[config.mk]
export PLATFORM = sky130hd
export DESIGN_NAME = sccp_ctrl
export DESIGN_NICKNAME = d
export VERILOG_FILES = /design/src/core/sccp_pkg.sv /design/src/core/sccp_clkdiv.sv /design/src/core/sccp_ctrl.sv
export SDC_FILE = /design/constraint.sdc
export NUM_CORES = 1
export LEC_CHECK = 0
export BUFFER_PORTS_ARGS = -buffer_cell sky130_fd_sc_hd__buf_2
export CORE_MARGIN = 2
export CORE_UTILIZATION = 40
export CTS_BUF_LIST = sky130_fd_sc_hd__clkbuf_2 sky130_fd_sc_hd__clkbuf_4 sky130_fd_sc_hd__clkbuf_8
export DETAILED_ROUTE_END_ITERATION = 10
export PLACE_DENSITY = 0.71
export SLEW_MARGIN = 25
export SYNTH_ARGS = -nofsm -noshare
export SYNTH_HDL_FRONTEND = slang
export SYNTH_SLANG_ARGS = --single-unit
[constraint.sdc]
create_clock -name sys_clk -period 3.27 [get_ports sys_clk]
set_input_delay 0.1635 -clock sys_clk [delete_from_list [all_inputs] [get_ports sys_clk]]
set_output_delay 0.1635 -clock sys_clk [all_outputs]
set_load 0.005 [all_outputs]
[src/core/sccp_pkg.sv]
// Package for the smart-card clock, power and early-answer control slot.
// Assumes a single 40 MHz module clock; shared by the controller and its card clock divider.
package sccp_pkg;

    // Register byte offsets on the APB word map
    localparam logic [7:0] OFS_CTR_CFG = 8'h18;
    localparam logic [7:0] OFS_CLK_CFG = 8'h1C;
    localparam logic [7:0] OFS_PWR_CTRL = 8'h20;
    localparam logic [7:0] OFS_EARLY_THR = 8'h24;
    localparam logic [7:0] OFS_DATA = 8'h3C;
    localparam logic [7:0] OFS_IRQ_STAT = 8'h60;
    localparam logic [7:0] OFS_IRQ_MASK = 8'h64;

    // Field positions
    localparam int CTR_DIS_BIT = 4;
    localparam int IRQ_EARLY_BIT = 0;
    localparam int IRQ_DONE_BIT = 1;
    localparam int IRQ_W = 2;

    // card_clock_config layout, bit 5 down to bit 0
    typedef struct packed {
        logic clock_stop_level;
        logic clock_halt;
        logic sync_card_select;
        logic [2:0] card_clock_divider;
    } sccp_ccr_s;

    // card_session_power_control layout, bit 4 down to bit 0
    typedef struct packed {
        logic sync_reset_drive;
        logic [1:0] rsvd;
        logic warm;
        logic start;
    } sccp_pwr_s;

    // Values after reset
    localparam sccp_ccr_s CCR_RST = 6'h00;
    localparam sccp_pwr_s PWR_RST = 5'h00;
    localparam logic [7:0] THR_RST = 8'h00;
    localparam logic DATA_RST = 1'b1;
    localparam logic [IRQ_W-1:0] IRQ_RST = 2'h0;

    // Card clock periods that the card reset is held low on activation
    localparam int TICK_W = 16;
    localparam logic [TICK_W-1:0] RST_LOW_TICKS = 16'h0190;

    // Session sequencer states
    typedef enum logic [3:0] {
        SEQ_IDLE = 4'b0001,
        SEQ_RSTLOW = 4'b0010,
        SEQ_EARLY = 4'b0100,
        SEQ_ACTIVE = 4'b1000
    } sccp_seq_e;

    // Divider code to module clock cycles per card clock period
    function automatic logic [4:0] sccp_div_period(input logic [2:0] code);
        logic [4:0] p;
        case (code)
            3'h0: p = 5'h01;
            3'h1: p = 5'h02;
            3'h2: p = 5'h03;
            3'h3: p = 5'h04;
            3'h4: p = 5'h05;
            3'h5: p = 5'h06;
            3'h6: p = 5'h08;
            default: p = 5'h10;
        endcase
        return p;
    endfunction : sccp_div_period

endpackage : sccp_pkg

[src/core/sccp_clkdiv.sv]
// Card clock divider with glitch-free period changes and stop level.
// Assumes it runs on the module clock; run and divider code come from registers on the same clock.
`timescale 1ns/1ps
module sccp_clkdiv (
    input wire logic sys_clk,
    input wire logic srst,
    input wire logic ce,
    input wire logic run,
    input wire logic [2:0] div_code,
    input wire logic stop_level,
    output logic card_clk,
    output logic card_tick,
    output logic clk_on
);
    import sccp_pkg::*;

    logic [4:0] cnt_r, cnt_nxt;
    logic [4:0] period_r, period_nxt;
    logic phase_r, phase_nxt;
    logic on_r, on_nxt;
    logic last;

    // Period counter: new codes and stops only take effect at a period boundary
    always_comb begin
        cnt_nxt = cnt_r;
        period_nxt = period_r;
        phase_nxt = phase_r;
        on_nxt = on_r;
        last = (cnt_r == period_r - 5'h01);
        if (!on_r) begin
            cnt_nxt = 5'h00;
            phase_nxt = stop_level;
            if (run) begin
                on_nxt = 1'b1;
                period_nxt = sccp_div_period(div_code);
                phase_nxt = 1'b1;
            end
        end else if (last) begin
            cnt_nxt = 5'h00;
            if (!run) begin
                on_nxt = 1'b0;
                phase_nxt = stop_level;
            end else begin
                period_nxt = sccp_div_period(div_code);
                phase_nxt = 1'b1;
            end
        end else begin
            cnt_nxt = cnt_r + 5'h01;
            phase_nxt = (cnt_nxt < (period_r >> 1));
        end
    end

    always_ff @(posedge sys_clk) begin
        if (srst) begin
            cnt_r <= 5'h00;
            period_r <= 5'h01;
            phase_r <= 1'b0;
            on_r <= 1'b0;
        end else if (ce) begin
            cnt_r <= cnt_nxt;
            period_r <= period_nxt;
            phase_r <= phase_nxt;
            on_r <= on_nxt;
        end
    end

    // Stopped clock shows the stop level bit at once, so a level change never lags a cycle
    // Divide by one passes the module clock; it cannot come from a flip-flop at full rate
    assign card_clk = !on_r ? stop_level : ((period_r == 5'h01) ? sys_clk : phase_r);
    assign card_tick = on_r && (cnt_r == 5'h00);
    assign clk_on = on_r;
endmodule : sccp_clkdiv

[src/core/sccp_ctrl.sv]
// Smart-card slot clock, session power and early-answer control with an APB register slave.
// Assumes the character engine, mute timers and FIFO sit outside on the same module clock.
`timescale 1ns/1ps
module sccp_ctrl (
    input wire logic sys_clk,
    input wire logic srst,
    input wire logic ce,
    input wire logic psel,
    input wire logic penable,
    input wire logic pwrite,
    input wire logic [7:0] paddr,
    input wire logic [31:0] pwdata,
    output logic [31:0] prdata,
    output logic pready,
    output logic pslverr,
    output logic irq,
    output logic card_clk,
    output logic card_rst,
    input wire logic card_io_in,
    output logic card_io_out,
    output logic card_io_oe,
    input wire logic uart_io_out,
    input wire logic uart_io_oe,
    input wire logic session_stop,
    output logic io_rx,
    output logic card_tick,
    output logic session_active
);
    import sccp_pkg::*;

    sccp_ccr_s ccr_r, ccr_nxt;
    sccp_pwr_s pwr_r, pwr_nxt;
    logic [7:0] thr_r, thr_nxt;
    logic dis_r, dis_nxt;
    logic data_r, data_nxt;
    logic [IRQ_W-1:0] stat_r, stat_nxt, mask_r, mask_nxt, stat_set, irq_gate;
    logic [31:0] prdata_r, prdata_nxt;
    logic slverr_r, slverr_nxt, irq_r, irq_nxt;
    logic io_s1_r, io_s2_r, io_prev_r, io_fall;
    logic rst_r, rst_nxt, oe_r, oe_nxt, out_r, out_nxt;
    sccp_seq_e seq_r, seq_nxt;
    logic [TICK_W-1:0] cnt_r, cnt_nxt;
    logic start_clr, warm_clr, setup, wr, mapped;
    logic div_clk, div_on;

    // Card clock generator; only the asynchronous mode runs it
    sccp_clkdiv u_div (
        .sys_clk(sys_clk),
        .srst(srst),
        .ce(ce),
        .run(!ccr_r.sync_card_select && !ccr_r.clock_halt),
        .div_code(ccr_r.card_clock_divider),
        .stop_level(ccr_r.clock_stop_level),
        .card_clk(div_clk),
        .card_tick(card_tick),
        .clk_on(div_on)
    );

    // Sync mode clock is a register bit, so software owns every edge
    assign card_clk = ccr_r.sync_card_select ? ccr_r.clock_stop_level : div_clk;

    // I/O pin crosses in through two flops; the edge detector compares the second with a third, delayed copy of it
    always_ff @(posedge sys_clk) begin
        if (srst) begin
            io_s1_r <= 1'b1;
            io_s2_r <= 1'b1;
            io_prev_r <= 1'b1;
        end else if (ce) begin
            io_s1_r <= card_io_in;
            io_s2_r <= io_s1_r;
            io_prev_r <= io_s2_r;
        end
    end
    assign io_fall = io_prev_r && !io_s2_r;
    assign io_rx = io_s2_r;

    // Session sequencer: reset low phase, early-answer window, active
    always_comb begin
        seq_nxt = seq_r;
        cnt_nxt = cnt_r;
        stat_set = '0;
        start_clr = 1'b0;
        warm_clr = 1'b0;
        case (seq_r)
            SEQ_IDLE: begin
                warm_clr = pwr_r.warm; // no session to warm-reset
                if (pwr_r.start) begin
                    cnt_nxt = '0;
                    if (ccr_r.sync_card_select) begin
                        seq_nxt = SEQ_ACTIVE;
                        start_clr = 1'b1;
                        stat_set[IRQ_DONE_BIT] = 1'b1;
                    end else begin
                        seq_nxt = SEQ_RSTLOW;
                    end
                end
            end
            SEQ_RSTLOW: begin
                if (card_tick) begin
                    if (cnt_r == RST_LOW_TICKS - 16'h0001) begin
                        seq_nxt = SEQ_EARLY;
                        cnt_nxt = '0;
                    end else begin
                        cnt_nxt = cnt_r + 16'h0001;
                    end
                end
            end
            SEQ_EARLY: begin
                if (io_fall) begin
                    stat_set[IRQ_EARLY_BIT] = (cnt_r < {8'h00, thr_r});
                    stat_set[IRQ_DONE_BIT] = 1'b1;
                    seq_nxt = SEQ_ACTIVE;
                    start_clr = 1'b1;
                    warm_clr = 1'b1;
                end else if (card_tick && cnt_r < {8'h00, thr_r}) begin
                    cnt_nxt = cnt_r + 16'h0001;
                end
            end
            SEQ_ACTIVE: begin
                if (pwr_r.warm && !ccr_r.sync_card_select) begin
                    seq_nxt = SEQ_RSTLOW;
                    cnt_nxt = '0;
                end
            end
            default: seq_nxt = SEQ_IDLE;
        endcase
        if (session_stop) begin
            seq_nxt = SEQ_IDLE;
            start_clr = 1'b1;
            warm_clr = 1'b1;
        end
    end

    always_ff @(posedge sys_clk) begin
        if (srst) begin
            seq_r <= SEQ_IDLE;
            cnt_r <= '0;
        end else if (ce) begin
            seq_r <= seq_nxt;
            cnt_r <= cnt_nxt;
        end
    end
    assign session_active = (seq_r != SEQ_IDLE);

    // Pin drivers; registered so the pins never see decode glitches
    always_comb begin
        if (ccr_r.sync_card_select) begin
            rst_nxt = pwr_r.sync_reset_drive;
            out_nxt = 1'b0;
            oe_nxt = !data_r;
        end else begin
            rst_nxt = (seq_r == SEQ_EARLY) || (seq_r == SEQ_ACTIVE);
            out_nxt = uart_io_out;
            oe_nxt = uart_io_oe;
        end
    end

    always_ff @(posedge sys_clk) begin
        if (srst) begin
            rst_r <= 1'b0;
            out_r <= 1'b1;
            oe_r <= 1'b0;
        end else if (ce) begin
            rst_r <= rst_nxt;
            out_r <= out_nxt;
            oe_r <= oe_nxt;
        end
    end
    assign card_rst = rst_r;
    assign card_io_out = out_r;
    assign card_io_oe = oe_r;

    // APB decode: read data is captured in setup so access answers with zero wait
    assign setup = psel && !penable;
    assign wr = psel && penable && pwrite;
    assign mapped = (paddr == OFS_CTR_CFG) || (paddr == OFS_CLK_CFG) || (paddr == OFS_PWR_CTRL) ||
                    (paddr == OFS_EARLY_THR) || (paddr == OFS_DATA) || (paddr == OFS_IRQ_STAT) ||
                    (paddr == OFS_IRQ_MASK);

    // Register file next state; status set wins over a write-one clear
    always_comb begin
        ccr_nxt = ccr_r;
        pwr_nxt = pwr_r;
        thr_nxt = thr_r;
        dis_nxt = dis_r;
        data_nxt = data_r;
        mask_nxt = mask_r;
        stat_nxt = stat_r;
        prdata_nxt = prdata_r;
        slverr_nxt = slverr_r;
        if (wr) begin
            case (paddr)
                OFS_CTR_CFG: dis_nxt = pwdata[CTR_DIS_BIT];
                OFS_CLK_CFG: ccr_nxt = pwdata[5:0];
                OFS_PWR_CTRL: begin
                    pwr_nxt.sync_reset_drive = pwdata[4];
                    pwr_nxt.warm = pwr_r.warm || pwdata[1];
                    pwr_nxt.start = pwr_r.start || pwdata[0];
                end
                OFS_EARLY_THR: thr_nxt = pwdata[7:0];
                OFS_DATA: data_nxt = pwdata[0];
                OFS_IRQ_STAT: stat_nxt = stat_r & ~pwdata[IRQ_W-1:0];
                OFS_IRQ_MASK: mask_nxt = pwdata[IRQ_W-1:0];
                default: ;
            endcase
        end
        if (start_clr) begin
            pwr_nxt.start = 1'b0;
        end
        if (warm_clr) begin
            pwr_nxt.warm = 1'b0;
        end
        stat_nxt = stat_nxt | stat_set;
        if (setup) begin
            slverr_nxt = !mapped;
            case (paddr)
                OFS_CTR_CFG: prdata_nxt = {27'h0000000, dis_r, 4'h0};
                OFS_CLK_CFG: prdata_nxt = {26'h0000000, ccr_r};
                OFS_PWR_CTRL: prdata_nxt = {27'h0000000, pwr_r.sync_reset_drive, 2'h0, pwr_r.warm, pwr_r.start};
                OFS_EARLY_THR: prdata_nxt = {24'h000000, thr_r};
                OFS_DATA: prdata_nxt = {31'h00000000, io_s2_r};
                OFS_IRQ_STAT: prdata_nxt = {30'h00000000, stat_r};
                OFS_IRQ_MASK: prdata_nxt = {30'h00000000, mask_r};
                default: prdata_nxt = 32'h00000000;
            endcase
        end
    end

    // Disable bit keeps the early flag visible but off the interrupt line
    assign irq_gate = {1'b1, !dis_r};
    assign irq_nxt = |(stat_r & mask_r & irq_gate);

    always_ff @(posedge sys_clk) begin
        if (srst) begin
            ccr_r <= CCR_RST;
            pwr_r <= PWR_RST;
            thr_r <= THR_RST;
            dis_r <= 1'b0;
            data_r <= DATA_RST;
            stat_r <= IRQ_RST;
            mask_r <= IRQ_RST;
            prdata_r <= 32'h00000000;
            slverr_r <= 1'b0;
            irq_r <= 1'b0;
        end else if (ce) begin
            ccr_r <= ccr_nxt;
            pwr_r <= pwr_nxt;
            thr_r <= thr_nxt;
            dis_r <= dis_nxt;
            data_r <= data_nxt;
            stat_r <= stat_nxt;
            mask_r <= mask_nxt;
            prdata_r <= prdata_nxt;
            slverr_r <= slverr_nxt;
            irq_r <= irq_nxt;
        end
    end

    // Frozen clock enable would hold an access, so pready follows it
    assign pready = ce;
    assign prdata = prdata_r;
    assign pslverr = slverr_r && psel && penable;
    assign irq = irq_r;
endmodule : sccp_ctrl

==> flow_summary.toml <==
[critical_path]
worstRegToRegCells = 8
rr_startpoint = "cnt_r[2]$_SDFFE_PP0P_"
cp-end-kind = "flip-flop"
arrival_ns = 3.15
reg2reg_slack_ns = 0.50
critPathMaxStageDelay_ns = 0.45
worstPathRequired_ns = 3.65
setup.worst_path.class = "flip-flop to flip-flop"
slowest_stage = "dfxtp_1"
worstPathCellList = "ha_1 -> a211oi_1 -> o21ai_1 -> a2111oi_2 -> o211ai_2 -> buf_4 -> or3_1 -> a21oi_1"
start_kind = "flip-flop"
r2r-end = "cnt_r[12]$_SDFFE_PP0P_"
cp_max_fo = 25

[synth]
ys_ff_latch = 71
avgSynthCellArea_um2 = 8.17
yosysSeqAreaShare = 0.342
synth_cell_types = 64
netlist_instances = 508
ys.flop_type = "dfxtp_1"
synth_edf_count = 0
syn-cell-area_mm2 = 0.00415
synthArstFlopShare = 0
ys_warn_count = 0

[sta]
worst_pin_slew_ns = 0.882
period_share = 0.847
hold_slack_ns = 0.0223
max_freq_mhz = 361
slew_headroom = 0.410
setup_violations = 0
min_period_ns = 2.77
rsz0062_at_grt = "no"
finClkSkew_ns = 0.0111
hold_viol_final = 0
fin_tns_setup_ns = 0
setup_ws_ns = 0.502
slew_viol_final = 0

[placement]
dpl.cell_count = 664
place.port_buffers = 43
place_ws_ns = 0.500
dp_hpwl_um = 6890
dpl_cell_area_mm2 = 0.00435
place_congestion = 0.860

[finish]
nets = 615
final_common_cell = "dfxtp_1"
syn_to_final_growth_pct = 12.7
layout_common_cells = "71 x dfxtp_1, 52 x nor2_1, 43 x buf_2"
drive_above_1_share = 0.142
n_antenna_cell = 0
fillers = 1035
fin_cells = 691
finalInstanceArea_mm2 = 0.00468

[global_route]
grt_overflow_total = 0
antenna_found_initial = 0
grt_usage = 0.177
grt_max_degree = 52
grt_pass1_wl_um = 15900
grt_pass1_vias = 3480

[status]
status = "complete, but fails checks"
violations = "DRC"

[floorplanning]
num_rows = 37
io_pins = 92
die_area_mm2 = 0.0112
die_h_um = 106
die-width_um = 106
core_mm2 = 0.0102
initial_utilization = 0.408

[drt]
drt-initial-drc-count = 193
post_drt_wl_per_cell_um = 13.9
num_vias = 3737
drt-total-wl_um = 9630
drc = 2
drt-pass1-iter-count = 7
avgViaCountPerCell = 5.41
ant_nets = 0

[worst_hold_path]
hold_class = "primary input to flip-flop"
holdPathEnd = "seq_r[3]$_SDFFE_PP0P_"
worstHoldStart = "session_stop"
min_path_cells = 3

[pwr]
pwr_density_cell_mw_per_mm2 = 398
irDropWorstVdd_v = 0.000200
leakage_nw = 1.75

[cts]
clock_latency_ns = 0.46
cts_tree = "done"
ctsResizeCount = 0
clk_pin_slew_worst_paths_ns = 0.08
cts_setup_buffers = 0

[job]
max_cap_viol_count = 0
-- worst max-delay path: cells and delay by family, from the launching register on --
family                   cells  cell delay (ns)
adder cells (fa/ha/maj)      1             0.29
flip-flops                   1             0.45
buffers and inverters        1             0.31
AO/OA/AOI/OAI                5             1.31
AND/OR/NAND/NOR              1             0.34
-- through the flow --
step / power [mW] / utilization
after CTS: 1.88 / 0.459
after detailed placement: 1.05 / 0.428
after global placement: 1.05 / 0.428
after global routing: 1.95 / 0.459
after floorplan: 1.02 / -
final: 1.86 / 0.459
-- what timing repair did --
| item | in CTS | in global routing |
|---|---|---|
| setup endpoints to repair | 0 | 0 |
| hold buffers | 8 | 0 |
| hold endpoints to repair | 11 | 0 |
-- power breakdown --
group	total, mW	leakage (nW)	internal (mW)	switching [mW]
logic	0.144	1.05	0.0559	0.0885
clock network	0.832	0.132	0.444	0.387
registers	0.886	0.574	0.875	0.0111
total	1.86	1.75	1.38	0.487
-- final cells by class --
type	instances	area (µm²)	share of cell area
multi-input cells	384	2420	0.517
flip-flops and latches	71	1420	0.304
repair buffers	54	320	0.0684
clock buffers	13	170	0.0364
well taps	136	170	0.0364
inverters	26	97.6	0.0209
clock inverters	7	80.1	0.0171
-- Yosys cell counts, types with 2 or more instances --
| library cell | number | area, µm² |
|---|---|---|
| a21oi_1 | 39 | 195 |
| and3_1 | 2 | 12.5 |
| a2111oi_2 | 2 | 30.0 |
| nand3b_1 | 3 | 22.5 |
| nor3_1 | 11 | 55.1 |
| or4_1 | 12 | 90.1 |
| mux2i_1 | 30 | 300 |
| nor4_1 | 2 | 12.5 |
| buf_4 | 26 | 195 |
| o21ai_0 | 20 | 100 |
| nand4_1 | 5 | 31.3 |
| a211oi_1 | 7 | 52.6 |
| nor4_4 | 2 | 42.5 |
| o21ai_1 | 5 | 25.0 |
| inv_2 | 2 | 7.51 |
| nand2b_1 | 3 | 18.8 |
| xnor2_1 | 5 | 43.8 |
| nand3_1 | 26 | 130 |
| nand2_1 | 42 | 158 |
| dfxtp_1 | 71 | 1420 |
| o31ai_1 | 6 | 45.0 |
| a22o_1 | 4 | 35.0 |
| and2_1 | 3 | 18.8 |
| nor4b_1 | 6 | 52.6 |
| buf_2 | 6 | 30.0 |
| nor2b_1 | 7 | 43.8 |
| clkbuf_1 | 15 | 56.3 |
| ha_1 | 15 | 188 |
| a2bb2oi_1 | 3 | 26.3 |
| a22oi_1 | 6 | 45.0 |
| buf_1 | 2 | 7.51 |
| or4b_1 | 2 | 20.0 |
| or3_1 | 7 | 43.8 |
| nor2_1 | 52 | 195 |
| inv_1 | 23 | 86.3 |
| xor2_1 | 7 | 61.3 |
| a21boi_0 | 2 | 15.0 |
-- sequential cells by signal, indices dropped and copies added (netlist names), 2 cells and up --
signal / flops
prdata: 8
seq_r: 4
u_div.cnt_r: 5
ccr_r: 6
cnt_r: 16
stat_r: 2
pwr_r: 3
mask_r: 2
thr_r: 8
u_div.period_r: 5
-- metal layers --
layer  global-route usage  up-vias  part of all wire
li1                     -     1856                 -
met1                0.210     1792              0.45
met2                0.299       78              0.49
met3               0.0527       11             0.045
met4               0.0714        0             0.015
met5                    0        -                 0
-- how the worst max path moves through the flow --
| stage | start | endpoint |
|---|---|---|
| after floorplan | thr_r[2]$_SDFFE_PP0P_ | cnt_r[8]$_SDFFE_PP0P_ |
| after global placement | thr_r[2]$_SDFFE_PP0P_ | cnt_r[11]$_SDFFE_PP0P_ |
| after detailed placement | cnt_r[2]$_SDFFE_PP0P_ | cnt_r[12]$_SDFFE_PP0P_ |
| after CTS | thr_r[2]$_SDFFE_PP0P_ | cnt_r[12]$_SDFFE_PP0P_ |
| after global routing | cnt_r[2]$_SDFFE_PP0P_ | cnt_r[12]$_SDFFE_PP0P_ |
| final | cnt_r[2]$_SDFFE_PP0P_ | cnt_r[12]$_SDFFE_PP0P_ |
-- cells by family (layout without fill, tap and decap cells) --
logic type | Yosys count | count (layout) | synth area share
buf+inv | 76 | 100 | 0.0958
other cells | 1 | 24 | 0.000903
flops | 71 | 71 | 0.342
fa+ha+maj | 15 | 15 | 0.0452
mux | 32 | 32 | 0.0777
compound gates | 107 | 107 | 0.165
xor+xnor | 12 | 12 | 0.0253
simple gates | 194 | 194 | 0.248
Note: power is estimated with default switching activity, not from simulation.
